### src/sst_defines.svh
// Opcode fields, function codes and field positions for the barrier, system-call and trap-if-equal decode
// How it works
// RL1: Barrier function 001111, any type field acts as zero
// RL2: Barrier orders only uncached and coherent accesses
// RL3: Earlier synchronizable accesses globally performed before later
// RL4: Load complete when destination register written
// RL5: Store complete when visible to all processors
// RL6: Instruction fetches are not held by barrier
// RL7: Load performed once later stores cannot change it
// RL8: Store performed once later loads return it
// RL9: Load global once performed for every storing agent
// RL10: Store global once observed by every loading agent
// RL11: Coherent I/O behaves as cached coherent processor
// RL12: Strongly ordered system: barrier is silent no-op
// RL13: Buffered uncached stores drain before later coherent accesses
// RL14: System-call instruction raises exception unconditionally
// RL15: System-call parameter field is never interpreted
// RL16: Trap-if-equal compares registers signed, traps on equal
// RL17: Trap code field never affects the trap
// RL18: Hold later accesses until memory acknowledges completion
`ifndef SST_DEFINES_SVH
`define SST_DEFINES_SVH

`define SST_INSTR_W        32
`define SST_DATA_W         64
`define SST_TAG_W          5

`define SST_OPC_MSB        31
`define SST_OPC_LSB        26
`define SST_FN_MSB         5
`define SST_FN_LSB         0
`define SST_RS_MSB         25
`define SST_RS_LSB         21
`define SST_RT_MSB         20
`define SST_RT_LSB         16

`define SST_OPC_MAJOR_A    6'h00
`define SST_FN_SYNC        6'h0f
`define SST_FN_SYSTEM_CALL_INSTR     6'h0c
`define SST_FN_TEQ         6'h34

`define SST_CNT_RST        4'h0

`endif

### src/sst_pkg.sv
// Shared types of the barrier and trap decode block
package sst_pkg;

   typedef enum logic [1:0] {
      SST_UNCACHED,
      SST_COHERENT,
      SST_NONCOHERENT,
      SST_OTHER
   } sst_access_type;

   typedef enum logic [1:0] {
      SST_ST_IDLE,
      SST_ST_DRAIN,
      SST_ST_HANDSHAKE
   } sst_sync_state_type;

endpackage

### src/sst_mem_if.sv
// Link between the core decode end and the memory-system end
`timescale 1ns/100ps
`default_nettype none
`include "sst_defines.svh"

interface sst_mem_if;
   logic                           req_valid;
   logic                           req_ready;
   logic                           req_store;
   sst_pkg::sst_access_type        req_type;
   logic [`SST_DATA_W-1:0]         req_data;
   logic [`SST_TAG_W-1:0]          req_tag;
   logic                           rsp_load_valid;
   logic [`SST_TAG_W-1:0]          rsp_load_tag;
   logic [`SST_DATA_W-1:0]         rsp_load_data;
   logic [1:0]                     rsp_store_cnt;
   logic                           sync_req;
   logic                           sync_ack;

   modport core (
      output req_valid, req_store, req_type, req_data, req_tag, sync_req,
      input  req_ready, rsp_load_valid, rsp_load_tag, rsp_load_data, rsp_store_cnt, sync_ack
   );

   modport mem (
      input  req_valid, req_store, req_type, req_data, req_tag, sync_req,
      output req_ready, rsp_load_valid, rsp_load_tag, rsp_load_data, rsp_store_cnt, sync_ack
   );
endinterface

`default_nettype wire

### src/sst_core.sv
// Core end: decode of barrier, system call and trap-if-equal, with barrier ordering of memory issue
`timescale 1ns/100ps
`default_nettype none
`include "sst_defines.svh"

module sst_core #(
   parameter int CNT_W        = 4,
   parameter bit STRONG_ORDER = 1'b0
) (
   // Clock and reset
   input  wire logic                          CORE_CLK_I,
   input  wire logic                          RST_I,
   // Instruction issue
   input  wire logic                          INSTR_VALID_I,
   input  wire logic [`SST_INSTR_W-1:0]       INSTR_I,
   input  wire logic [`SST_DATA_W-1:0]        RS_VALUE_I,
   input  wire logic [`SST_DATA_W-1:0]        RT_VALUE_I,
   output logic                               INSTR_READY_O,
   // Exceptions
   output logic                               SYSTEM_CALL_INSTR_EXC_O,
   output logic                               TRAP_EXC_O,
   // Memory operation issue
   input  wire logic                          MEM_VALID_I,
   input  wire logic                          MEM_STORE_I,
   input  wire sst_pkg::sst_access_type       MEM_TYPE_I,
   input  wire logic [`SST_DATA_W-1:0]        MEM_DATA_I,
   input  wire logic [`SST_TAG_W-1:0]         MEM_DEST_I,
   output logic                               MEM_READY_O,
   // Load write-back
   output logic                               LOAD_WE_O,
   output logic [`SST_TAG_W-1:0]              LOAD_DEST_O,
   output logic [`SST_DATA_W-1:0]             LOAD_DATA_O,
   // Status
   output logic                               SYNC_BUSY_O,
   // Memory link
   sst_mem_if.core                            bus
);

   // The 64-bit equality is split into slices so that the compare stays shallow
   localparam int SLICE_W   = 16;
   localparam int NUM_SLICE = `SST_DATA_W / SLICE_W;

   sst_pkg::sst_sync_state_type   state;
   sst_pkg::sst_sync_state_type   next_state;
   logic [CNT_W-1:0]              cnt;
   logic [CNT_W-1:0]              next_cnt;
   logic                          system_call_instr_exc;
   logic                          trap_exc;
   logic                          load_we;
   logic [`SST_TAG_W-1:0]         load_dest;
   logic [`SST_DATA_W-1:0]        load_data;
   logic                          next_system_call_instr_exc;
   logic                          next_trap_exc;
   logic [NUM_SLICE-1:0]          slice_equal;

   wire [5:0] opc      = INSTR_I[`SST_OPC_MSB:`SST_OPC_LSB];
   wire [5:0] fn       = INSTR_I[`SST_FN_MSB:`SST_FN_LSB];
   wire       major_a  = (opc == `SST_OPC_MAJOR_A);
   wire       instr_take = INSTR_VALID_I && INSTR_READY_O;
   // The type field is not looked at, so every value acts like zero
   wire       is_sync  = major_a && (fn == `SST_FN_SYNC); // see RL1
   // Parameter bits 25..6 are never decoded
   wire       is_system_call_instr_instr = major_a && (fn == `SST_FN_SYSTEM_CALL_INSTR); // see RL15
   // Code bits 15..6 are never decoded
   wire       is_trap_if_equal_instr = major_a && (fn == `SST_FN_TEQ); // see RL17
   // Equal two's complement words match bit for bit, so slices need no sign handling
   for (genvar g = 0; g < NUM_SLICE; g++)
   begin : g_slice
      assign slice_equal[g] = (RS_VALUE_I[g*SLICE_W +: SLICE_W] == RT_VALUE_I[g*SLICE_W +: SLICE_W]);
   end
   wire       regs_equal = &slice_equal; // see RL16
   wire       sync_take = instr_take && is_sync && !STRONG_ORDER; // see RL12
   wire       sync_type = (MEM_TYPE_I == sst_pkg::SST_UNCACHED) || (MEM_TYPE_I == sst_pkg::SST_COHERENT); // see RL2
   // Later synchronizable accesses wait for the barrier; other types pass
   wire       hold_sync = sync_type && ((state != sst_pkg::SST_ST_IDLE) || sync_take); // see RL3 see RL18
   wire       cnt_full  = &cnt;
   wire       drain_done = (cnt == '0);
   wire       issue_ok  = MEM_VALID_I && !cnt_full && !hold_sync;
   wire       mem_fire  = issue_ok && bus.req_ready;

   // Only further instructions stall; the fetch path is not part of this block
   assign INSTR_READY_O = (state == sst_pkg::SST_ST_IDLE); // see RL6
   assign MEM_READY_O   = !cnt_full && !hold_sync && bus.req_ready;
   assign bus.req_valid = issue_ok;
   assign bus.req_store = MEM_STORE_I;
   assign bus.req_type  = MEM_TYPE_I;
   assign bus.req_data  = MEM_DATA_I;
   assign bus.req_tag   = MEM_DEST_I;
   assign bus.sync_req  = (state == sst_pkg::SST_ST_HANDSHAKE); // see RL13
   assign SYNC_BUSY_O   = (state != sst_pkg::SST_ST_IDLE);
   assign SYSTEM_CALL_INSTR_EXC_O = system_call_instr_exc;
   assign TRAP_EXC_O    = trap_exc;
   assign LOAD_WE_O     = load_we;
   assign LOAD_DEST_O   = load_dest;
   assign LOAD_DATA_O   = load_data;

   assign next_system_call_instr_exc = instr_take && is_system_call_instr_instr; // see RL14
   assign next_trap_exc    = instr_take && is_trap_if_equal_instr && regs_equal; // see RL16

   // A load leaves the count on the cycle its register write is presented
   assign next_cnt = cnt + CNT_W'(mem_fire) - CNT_W'(load_we) - CNT_W'(bus.rsp_store_cnt); // see RL4 see RL5

   always_comb
   begin
      next_state = state;
      unique case (state)
         sst_pkg::SST_ST_IDLE:
         begin
            if (sync_take)
            begin
               next_state = sst_pkg::SST_ST_DRAIN;
            end
         end
         sst_pkg::SST_ST_DRAIN:
         begin
            if (drain_done)
            begin
               next_state = sst_pkg::SST_ST_HANDSHAKE; // see RL3
            end
         end
         sst_pkg::SST_ST_HANDSHAKE:
         begin
            if (bus.sync_ack)
            begin
               next_state = sst_pkg::SST_ST_IDLE; // see RL18
            end
         end
         default:
         begin
            next_state = sst_pkg::SST_ST_IDLE;
         end
      endcase
   end

   always_ff @(posedge CORE_CLK_I)
   begin
      if (RST_I)
      begin
         state <= sst_pkg::SST_ST_IDLE;
      end
      else
      begin
         state <= next_state;
      end
   end

   // Counts every outstanding access, not only ordered ones: simpler, and never weaker
   always_ff @(posedge CORE_CLK_I)
   begin
      if (RST_I)
      begin
         cnt <= CNT_W'(`SST_CNT_RST);
      end
      else
      begin
         cnt <= next_cnt;
      end
   end

   always_ff @(posedge CORE_CLK_I)
   begin
      if (RST_I)
      begin
         system_call_instr_exc <= 1'b0;
      end
      else
      begin
         system_call_instr_exc <= next_system_call_instr_exc;
      end
   end

   always_ff @(posedge CORE_CLK_I)
   begin
      if (RST_I)
      begin
         trap_exc <= 1'b0;
      end
      else
      begin
         trap_exc <= next_trap_exc;
      end
   end

   always_ff @(posedge CORE_CLK_I)
   begin
      if (RST_I)
      begin
         load_we <= 1'b0;
      end
      else
      begin
         load_we <= bus.rsp_load_valid; // see RL4
      end
   end

   // Write-back data only matters while the write strobe is high
   always_ff @(posedge CORE_CLK_I)
   begin
      if (RST_I)
      begin
         load_dest <= '0;
         load_data <= '0;
      end
      else
      begin
         load_dest <= bus.rsp_load_tag;
         load_data <= bus.rsp_load_data;
      end
   end

endmodule

`default_nettype wire

### src/flat_wrapper.sv
// flat-port wrapper written by rule: the top's interface ports become plain ports
module sst_core_flat 
#(
   parameter int CNT_W        = 4,
   parameter bit STRONG_ORDER = 1'b0
)
  (CORE_CLK_I, RST_I, INSTR_VALID_I, INSTR_I, RS_VALUE_I, RT_VALUE_I, INSTR_READY_O, SYSTEM_CALL_INSTR_EXC_O, TRAP_EXC_O, MEM_VALID_I, MEM_STORE_I, MEM_TYPE_I, MEM_DATA_I, MEM_DEST_I, MEM_READY_O, LOAD_WE_O, LOAD_DEST_O, LOAD_DATA_O, SYNC_BUSY_O, bus_req_valid, bus_req_store, bus_req_type, bus_req_data, bus_req_tag, bus_sync_req, bus_req_ready, bus_rsp_load_valid, bus_rsp_load_tag, bus_rsp_load_data, bus_rsp_store_cnt, bus_sync_ack);
  sst_mem_if bus_i ();
  input  wire logic CORE_CLK_I;
  input  wire logic RST_I;
  input  wire logic INSTR_VALID_I;
  input  wire logic [`SST_INSTR_W-1:0] INSTR_I;
  input  wire logic [`SST_DATA_W-1:0] RS_VALUE_I;
  input  wire logic [`SST_DATA_W-1:0] RT_VALUE_I;
  output logic INSTR_READY_O;
  output logic SYSTEM_CALL_INSTR_EXC_O;
  output logic TRAP_EXC_O;
  input  wire logic MEM_VALID_I;
  input  wire logic MEM_STORE_I;
  input  wire sst_pkg::sst_access_type MEM_TYPE_I;
  input  wire logic [`SST_DATA_W-1:0] MEM_DATA_I;
  input  wire logic [`SST_TAG_W-1:0] MEM_DEST_I;
  output logic MEM_READY_O;
  output logic LOAD_WE_O;
  output logic [`SST_TAG_W-1:0] LOAD_DEST_O;
  output logic [`SST_DATA_W-1:0] LOAD_DATA_O;
  output logic SYNC_BUSY_O;
  output wire logic [$bits(bus_i.req_valid)-1:0] bus_req_valid;
  output wire logic [$bits(bus_i.req_store)-1:0] bus_req_store;
  output wire logic [$bits(bus_i.req_type)-1:0] bus_req_type;
  output wire logic [$bits(bus_i.req_data)-1:0] bus_req_data;
  output wire logic [$bits(bus_i.req_tag)-1:0] bus_req_tag;
  output wire logic [$bits(bus_i.sync_req)-1:0] bus_sync_req;
  input wire logic [$bits(bus_i.req_ready)-1:0] bus_req_ready;
  input wire logic [$bits(bus_i.rsp_load_valid)-1:0] bus_rsp_load_valid;
  input wire logic [$bits(bus_i.rsp_load_tag)-1:0] bus_rsp_load_tag;
  input wire logic [$bits(bus_i.rsp_load_data)-1:0] bus_rsp_load_data;
  input wire logic [$bits(bus_i.rsp_store_cnt)-1:0] bus_rsp_store_cnt;
  input wire logic [$bits(bus_i.sync_ack)-1:0] bus_sync_ack;
  assign bus_req_valid = bus_i.req_valid;
  assign bus_req_store = bus_i.req_store;
  assign bus_req_type = bus_i.req_type;
  assign bus_req_data = bus_i.req_data;
  assign bus_req_tag = bus_i.req_tag;
  assign bus_sync_req = bus_i.sync_req;
  assign bus_i.req_ready = bus_req_ready;
  assign bus_i.rsp_load_valid = bus_rsp_load_valid;
  assign bus_i.rsp_load_tag = bus_rsp_load_tag;
  assign bus_i.rsp_load_data = bus_rsp_load_data;
  assign bus_i.rsp_store_cnt = bus_rsp_store_cnt;
  assign bus_i.sync_ack = bus_sync_ack;
  sst_core #(.CNT_W(CNT_W), .STRONG_ORDER(STRONG_ORDER)) u_core (.CORE_CLK_I(CORE_CLK_I), .RST_I(RST_I), .INSTR_VALID_I(INSTR_VALID_I), .INSTR_I(INSTR_I), .RS_VALUE_I(RS_VALUE_I), .RT_VALUE_I(RT_VALUE_I), .INSTR_READY_O(INSTR_READY_O), .SYSTEM_CALL_INSTR_EXC_O(SYSTEM_CALL_INSTR_EXC_O), .TRAP_EXC_O(TRAP_EXC_O), .MEM_VALID_I(MEM_VALID_I), .MEM_STORE_I(MEM_STORE_I), .MEM_TYPE_I(MEM_TYPE_I), .MEM_DATA_I(MEM_DATA_I), .MEM_DEST_I(MEM_DEST_I), .MEM_READY_O(MEM_READY_O), .LOAD_WE_O(LOAD_WE_O), .LOAD_DEST_O(LOAD_DEST_O), .LOAD_DATA_O(LOAD_DATA_O), .SYNC_BUSY_O(SYNC_BUSY_O), .bus(bus_i));
endmodule
### config.mk
export PLATFORM = sky130hd
export DESIGN_NAME = sst_core_flat
export DESIGN_NICKNAME = d
export VERILOG_FILES = /design/src/sst_pkg.sv /design/src/sst_mem_if.sv /design/src/sst_core.sv /design/src/flat_wrapper.sv
export VERILOG_INCLUDE_DIRS = /design/src /design/src/src
export SDC_FILE = /design/constraint.sdc
export NUM_CORES = 1
export LEC_CHECK = 0
export BUFFER_PORTS_ARGS = -buffer_cell sky130_fd_sc_hd__buf_4
export CAP_MARGIN = 40
export CORE_AREA = 3 3 177 179
export DETAILED_ROUTE_END_ITERATION = 7
export DIE_AREA = 0 0 180 182
export SYNTH_ARGS = -nofsm -noshare
export SYNTH_HDL_FRONTEND = slang
export SYNTH_SLANG_ARGS = --single-unit
### constraint.sdc
create_clock -name CORE_CLK_I -period 4 [get_ports CORE_CLK_I]
set_input_delay 1 -clock CORE_CLK_I [delete_from_list [all_inputs] [get_ports CORE_CLK_I]]
set_output_delay 1 -clock CORE_CLK_I [all_outputs]
set_load 0.005 [all_outputs]
==> impl_metrics.csv, run 1 <==
group,metric,value,unit
status,status,"finished, final reports clean",
setup_path,reg2reg_depth,10,
sta,final.min_clock_period,3.58,ns
setup_path,cp.required,4.22,ns
setup_path,setup.worst_path.end_class,"register",
clock_network,path_clk_slew,0.08,ns
sta,finalClockSkew,0.00539,ns
floorplanning,start_util,0.123,
route,drc,0,
route,antenna_left,0,
cells_and_area,drive_gt1_frac,0.528,
clock_network,cts_tree,"done",
sta,post-route-period-util,0.894,
worst_hold_path,hp-class,"reg -> reg",
power_and_ir_drop,pwr-share-comb,0.201,
clock_network,clock-sinks,78,
setup_path,crit_path_max_fanout,2,
sta,rsz0062_at_grt,"no",
cells_and_area,mostFrequentLayoutCells,"buf_4 (301), dfxtp_1 (78), nor2b_1 (77)",
setup_path,setup.worst_path.start,"INSTR_I[27]",
power_and_ir_drop,seq_power_share,0.407,
power_and_ir_drop,power_frac_clock,0.392,
power_and_ir_drop,power.switching,545,µW
cells_and_area,fin_util,0.206,
global_route,grt_start_max_net_pins,40,
clock_network,cts_setup_buffers,0,
global_route,grt_pass1_vias,3596,
synthesis,avgSynthCellArea,9.71,µm²
clock_network,clock_latency,0.34,ns
synthesis,synth_top_family_by_area,"simple AND/OR/NAND/NOR gates",
synthesis,synth.area.mux_share,0.00273,
global_route,grt_pass1_wl,20.9,mm
setup_path,path_class,"in -> reg",
sta,hold_viol_final,0,
clock_network,cts-resized-gates,0,
job,cap_violations,0,
clock_network,cts_buffers,9,
setup_path,r2r_slack,1.18,ns
synthesis,ys_ff_latch,78,
floorplanning,core-area,0.0297,mm²
placed_design,port_buffers,296,
cells_and_area,multiInputGateArea,0.00145,mm²
floorplanning,die_h,182,µm
synthesis,ys_warn_count,0,
clock_network,clock-root-buffer,"clkbuf_16",
floorplanning,die_w,180,µm
route,drt_iter0_markers,63,
route,post_drt_wl_per_cell,14.5,µm
route,finalWirelength,14.6,mm
sta,worst_slew_pin_slew,0.504,ns
cells_and_area,fillers,3272,
clock_network,h-tree-depth,3,
cells_and_area,layout.nets,927,
placed_design,place.detailed.hpwl,12.3,mm
sta,max-slew-margin-rel,0.661,
sta,fin_setup_tns,0,ns
setup_path,startpoint_type,"primary input",
cells_and_area,final_common_cell,"buf_4",
floorplanning,placementRows,63,
route,dr.pass1.iters,4,
cells_and_area,regArea,0.00156,mm²
route,post_drt_via_cell_ratio,3.36,
sta,finalSetupViolations,0,
power_and_ir_drop,peakVddDrop,0.163,mV
sta,fmax,280,MHz
synthesis,ys_types,32,
floorplanning,design.die.area,0.0328,mm²
synthesis,syn_inst,378,
power_and_ir_drop,total_leakage_power,2.87,nW
power_and_ir_drop,swShare,0.261,
global_route,overflow,0,
synthesis,synth_fp_nets,695,
worst_hold_path,whs_path_depth,1,
sta,drv_slew,0,
worst_hold_path,whs_endpoint,"u_core.state[0]",
global_route,grtUsageTotal,0.0849,
power_and_ir_drop,powerDensity,340,mW/mm²
cells_and_area,antenna_cells,0,
clock_network,cts_buffer_depth,2,
synthesis,syn_area,0.00367,mm²
synthesis,yosys.area_share.simple,0.214,
synthesis,synth_xor_area_frac,0.117,
floorplanning,pin_count,459,
clock_network,holdBufCountCts,0,
setup_path,regToRegEndpoint,"u_core.cnt[3]",
placed_design,gp_congestion,0.872,
cells_and_area,syn_to_final_growth,67.2,%
setup_path,reg2reg_from,"u_core.state[1]",
placed_design,placed_area,0.00585,mm²
cells_and_area,final_area,0.00614,mm²
sta,holdWs,0.534,ns
worst_hold_path,holdCritStartpoint,"u_core.state[1]",
synthesis,yosysSeqAreaShare,0.426,
route,vias,3379,
synthesis,yosys.area_share.adder,0.0300,
global_route,antenna_found_initial,0,
power_and_ir_drop,p_int,1.54,mW
synthesis,synth_compound_area_frac,0.0317,
setup_path,critPathArrivalTime,3.79,ns
worst max path at each step:
stage               depth (start not counted)  slack, ns       endpoint
finish                                     12       0.42  u_core.cnt[3]
global route                               12       0.37  u_core.cnt[3]
CTS                                        12       0.49  u_core.cnt[3]
detailed placement                         12       0.11  u_core.cnt[3]
global placement                           12       0.17  u_core.cnt[3]
floorplan                                  11       0.31  u_core.cnt[3]
cells in the mapped netlist:
| master | instances | area, µm² |
|---|---|---|
| a2111oi_0 | 1 | 8.76 |
| nand2_1 | 4 | 15.0 |
| a22oi_1 | 4 | 30.0 |
| clkbuf_1 | 8 | 30.0 |
| or4_4 | 1 | 11.3 |
| nor4_4 | 1 | 21.3 |
| o2111ai_1 | 1 | 8.76 |
| fa_1 | 3 | 60.1 |
| nor4bb_1 | 1 | 10.0 |
| nor2_2 | 1 | 6.26 |
| o21ai_1 | 1 | 5.00 |
| ha_1 | 4 | 50.1 |
| nor4_2 | 3 | 37.5 |
| nand4_1 | 7 | 43.8 |
| dfxtp_1 | 78 | 1560 |
| o22ai_1 | 6 | 37.5 |
| and3_1 | 2 | 12.5 |
| nor2b_1 | 77 | 482 |
| xor2_1 | 37 | 324 |
| nor4_1 | 8 | 50.1 |
| inv_1 | 21 | 78.8 |
| nand3_1 | 1 | 5.00 |
| buf_4 | 72 | 541 |
| nand2b_1 | 3 | 18.8 |
| inv_2 | 2 | 7.51 |
| xnor2_1 | 12 | 105 |
| nor3_1 | 5 | 25.0 |
| mux2i_1 | 1 | 10.0 |
| nor4b_1 | 2 | 17.5 |
| o31a_1 | 1 | 8.76 |
| nor2_1 | 8 | 30.0 |
| a221oi_1 | 2 | 17.5 |
cell families after synthesis:
| logic type | Yosys count |
|---|---|
| mux | 1 |
| fa+ha+maj | 7 |
| compound gates | 16 |
| flops | 78 |
| simple gates | 124 |
| buf+inv | 103 |
| xor+xnor | 49 |
per-layer routing:
metal | part of all wire | track usage | wire (µm) | vias to the layer above
li1 | - | - | - | 1592
met1 | 0.35 | 0.0861 | 5130 | 1495
met2 | 0.49 | 0.145 | 7170 | 260
met3 | 0.13 | 0.0489 | 1950 | 32
met4 | 0.022 | 0.0325 | 325 | 0
met5 | 0 | 0 | 0 | -
final cells by class:
class / instances / area share
Multi-Input combinational cell: 197 / 0.237
Timing Repair Buffer: 301 / 0.368
Clock inverter: 6 / 0.00816
Sequential cell: 78 / 0.254
Tap cell: 390 / 0.0795
Inverter: 23 / 0.0141
Clock buffer: 10 / 0.0389
critical path: stages:
cell	delay (ns)
buf_4	0.11
nor4b_1	0.31
nand2_1	0.13
o31a_1	0.31
o21ai_1	0.15
nor3_1	0.11
fa_1	0.40
fa_1	0.44
ha_1	0.21
fa_1	0.40
xor2_1	0.16
nor2_1	0.05
power groups by stage:
stage	registers, mW	clock network, mW	logic, mW
global placement	0.865	0	0.419
finish	0.849	0.818	0.418
detailed placement	0.867	0	0.427
global route	0.855	0.908	0.463
CTS	0.849	0.877	0.428
floorplan	0.869	0	0.198
registers in the layout (all words and copies together), names as in the netlist:
name,count
u_core.LOAD_DATA_O,64
u_core.LOAD_DEST_O,5
u_core.LOAD_WE_O,1
u_core.SYSTEM_CALL_INSTR_EXC_O,1
u_core.TRAP_EXC_O,1
u_core.cnt,4
u_core.state,2
stage by stage:
step	total power, mW	setup slack (ns)	cells
floorplan	1.07	0.315	378
global placement	1.28	0.168	989
detailed placement	1.29	0.115	989
CTS	2.15	0.491	1005
global route	2.23	0.374	1005
finish	2.09	0.424	1005
No activity file was read; power rests on OpenSTA's default activity.
==> run 2: changes to the inputs <==
--- a/config.mk
+++ b/config.mk
@@ -6,11 +6,13 @@
 export SDC_FILE = /design/constraint.sdc
 export NUM_CORES = 1
 export LEC_CHECK = 0
+export ABC_AREA = 1
 export BUFFER_PORTS_ARGS = -buffer_cell sky130_fd_sc_hd__buf_4
 export CAP_MARGIN = 40
-export CORE_AREA = 3 3 177 179
+export CORE_AREA = 3 3 178 180
+export CTS_CLUSTER_SIZE = 10
 export DETAILED_ROUTE_END_ITERATION = 7
-export DIE_AREA = 0 0 180 182
+export DIE_AREA = 0 0 181 183
 export SYNTH_ARGS = -nofsm -noshare
 export SYNTH_HDL_FRONTEND = slang
 export SYNTH_SLANG_ARGS = --single-unit
==> impl_metrics.csv, run 2 <==
group,metric,value,unit
clock_network,cts_tree,"done",
synthesis,avgSynthCellArea,6.67,µm²
sta,fmax,290,MHz
power_and_ir_drop,powerDensity,318,mW/mm²
power_and_ir_drop,p_int,1.53,mW
route,post_drt_via_cell_ratio,3.31,
power_and_ir_drop,total_leakage_power,3.76,nW
setup_path,r2r_slack,1.13,ns
sta,final.min_clock_period,3.45,ns
sta,post-route-period-util,0.863,
sta,drv_slew,0,
synthesis,synthMostInstantiatedCell,"inv_1",
status,status,"finished, final reports clean",
setup_path,critPathArrivalTime,3.65,ns
floorplanning,start_util,0.138,
cells_and_area,fin_cells,1255,
sta,max-slew-margin-rel,0.470,
cells_and_area,syn_to_final_growth,58.5,%
clock_network,cts-resized-gates,0,
setup_path,reg2reg_from,"u_core.state[1]",
global_route,grtUsageTotal,0.0861,
synthesis,yosysTopAreaCellShare,0.374,
clock_network,cts_buffers,9,
setup_path,setup.worst_path.start,"INSTR_I[29]",
setup_path,regToRegEndpoint,"u_core.cnt[3]",
cells_and_area,antenna_cells,0,
sta,rsz0062_at_grt,"no",
power_and_ir_drop,pwr-share-comb,0.216,
synthesis,syn_inst,626,
clock_network,clock-root-buffer,"clkbuf_16",
power_and_ir_drop,swShare,0.276,
global_route,overflow,0,
synthesis,yosysTopAreaCell,"dfxtp_1",
global_route,grt_pass1_vias,4060,
floorplanning,die_w,181,µm
route,drt_iter0_markers,142,
synthesis,synthTopCellsByCount,"inv_1 (149), nor2_1 (124), nand2_1 (120)",
route,post_drt_wl_per_cell,12.1,µm
sta,finalSetupViolations,0,
synthesis,ys_top_cells_by_area,"dfxtp_1 (37%), inv_1 (13%), buf_4 (13%), nor2_1 (11%), nand2_1 (11%)",
placed_design,gp_congestion,0.872,
clock_network,clock-sinks,78,
global_route,antenna_found_initial,0,
cells_and_area,largest_reg_flops,64,
synthesis,ys_warn_count,0,
global_route,grt_start_max_net_pins,78,
floorplanning,design.die.area,0.0331,mm²
setup_path,path_class,"in -> reg",
power_and_ir_drop,power_frac_clock,0.381,
setup_path,reg2reg_depth,15,
synthesis,synthFlopType,"dfxtp_1",
setup_path,crit_end,"u_core.cnt[3]",
synthesis,synth_fp_nets,943,
setup_path,crit_path_max_fanout,2,
cells_and_area,drive_gt1_frac,0.390,
floorplanning,pin_count,459,
sta,finalClockSkew,0.00299,ns
power_and_ir_drop,peakVddDrop,0.157,mV
cells_and_area,final_common_cell,"buf_4",
sta,hold_viol_final,0,
route,dr.pass1.iters,4,
synthesis,ys_types,30,
placed_design,place.detailed.hpwl,13.1,mm
clock_network,cts_buffer_depth,2,
clock_network,cts_setup_buffers,0,
sta,worst_slew_pin_slew,0.795,ns
clock_network,path_clk_slew,0.07,ns
route,vias,4160,
route,drc,0,
placed_design,dp.cells,1239,
power_and_ir_drop,power.switching,582,µW
clock_network,clock_latency,0.33,ns
synthesis,syn_area,0.00418,mm²
global_route,busiest_layer,"met2",
power_and_ir_drop,seq_power_share,0.403,
worst_hold_path,hp-class,"reg -> reg",
synthesis,synthArstFlopShare,0,
cells_and_area,mostFrequentLayoutCells,"buf_4 (298), inv_1 (149), nor2_1 (124)",
setup_path,cp.required,4.20,ns
synthesis,ys_ff_latch,78,
clock_network,holdBufCountCts,0,
job,cap_violations,0,
setup_path,startpoint_type,"primary input",
sta,fin_setup_tns,0,ns
placed_design,port_buffers,296,
synthesis,yosysSeqAreaShare,0.374,
global_route,grt_use_met2,0.146,
route,finalWirelength,15.2,mm
setup_path,setup.worst_path.end_class,"register",
route,antenna_left,0,
floorplanning,placementRows,64,
floorplanning,core-area,0.0303,mm²
floorplanning,die_h,183,µm
global_route,grt_pass1_wl,22.0,mm
clock_network,h-tree-depth,3,
cells_and_area,layout.nets,1171,
global_route,met1_usage,0.0977,
synthesis,synth_edf_count,0,
global_route,met3_usage,0.0357,
## run 2: changes by cell type in the layout (fill, tap and decap cells not counted), moves of 6 or more
cell     change
nand2_1    +116
xor2_1      -31
o21ai_0      +6
nor2_1     +116
nor4_1       -8
nand4_1      -7
nor2b_1     -77
o21ai_1      +7
inv_1      +128
inv_2        +7
## run 2: power by group through the flow
stage | Sequential, mW | Clock, mW | Combinational [mW]
detailed placement | 0.867 | 0 | 0.464
global placement | 0.866 | 0 | 0.456
floorplan | 0.869 | 0 | 0.229
global route | 0.854 | 0.866 | 0.516
CTS | 0.850 | 0.842 | 0.466
finish | 0.849 | 0.803 | 0.455
## run 2: per-stage QoR
step	utilization	worst slack, ns	total power [mW]	instance area (µm²)	hold WS, ns
4_1_cts	0.218	0.453	2.16	6620	0.615
2_1_floorplan	-	0.638	1.10	4180	0.566
3_5_place_dp	0.209	0.0812	1.33	6330	0.600
5_1_grt	0.218	0.356	2.24	6620	0.679
6_report	0.218	0.549	2.11	6620	0.618
3_3_place_gp	0.209	0.0995	1.32	6330	0.588
## run 2: worst min path at each step
| stage | slack (ns) | from | end | depth (start not counted) |
|---|---|---|---|---|
| 2_1_floorplan | 0.57 | u_core.state[0] | u_core.state[1] | 4 |
| 3_3_place_gp | 0.59 | u_core.state[0] | u_core.state[1] | 4 |
| 3_5_place_dp | 0.60 | u_core.state[0] | u_core.state[1] | 4 |
| 4_1_cts | 0.62 | u_core.state[0] | u_core.state[1] | 4 |
| 5_1_grt | 0.68 | u_core.state[0] | u_core.state[1] | 4 |
| 6_report | 0.62 | u_core.state[0] | u_core.state[1] | 4 |
## run 2: layout make-up
| type | count | area (µm²) |
|---|---|---|
| repair buffers | 298 | 2240 |
| well taps | 396 | 495 |
| fillers | 3416 | 23700 |
| clock buffers | 9 | 225 |
| flip-flops and latches | 78 | 1560 |
| clock inverters | 7 | 65.1 |
| multi-input cells | 308 | 1440 |
| inverters | 159 | 597 |
## run 2: kinds of logic after synthesis
group / count (synthesis) / share of synthesized area
xor gates and xnor gates: 15 / 0.0333
adders and majority gates: 7 / 0.0264
AOI/OAI and AO/OA: 27 / 0.0378
buffers and inverters: 240 / 0.282
and+or+nand+nor: 259 / 0.247
DFF: 78 / 0.374
## run 2: metal layers
layer / wire, µm / vias up
met3: 1640 / 28
met1: 5980 / 1753
met4: 309 / 0
li1: - / 2153
met5: 0 / -
met2: 7290 / 226
## run 2: critical path, cell delays in order
cell	delay [ns]
buf_4	0.10
nor2_1	0.15
nand3_1	0.20
nor2_1	0.24
nand2_4	0.07
nand2_2	0.06
nand2_2	0.05
nand3_2	0.06
nor2_1	0.05
fa_1	0.38
fa_1	0.44
ha_1	0.22
fa_1	0.40
xor2_1	0.16
nor2_1	0.05
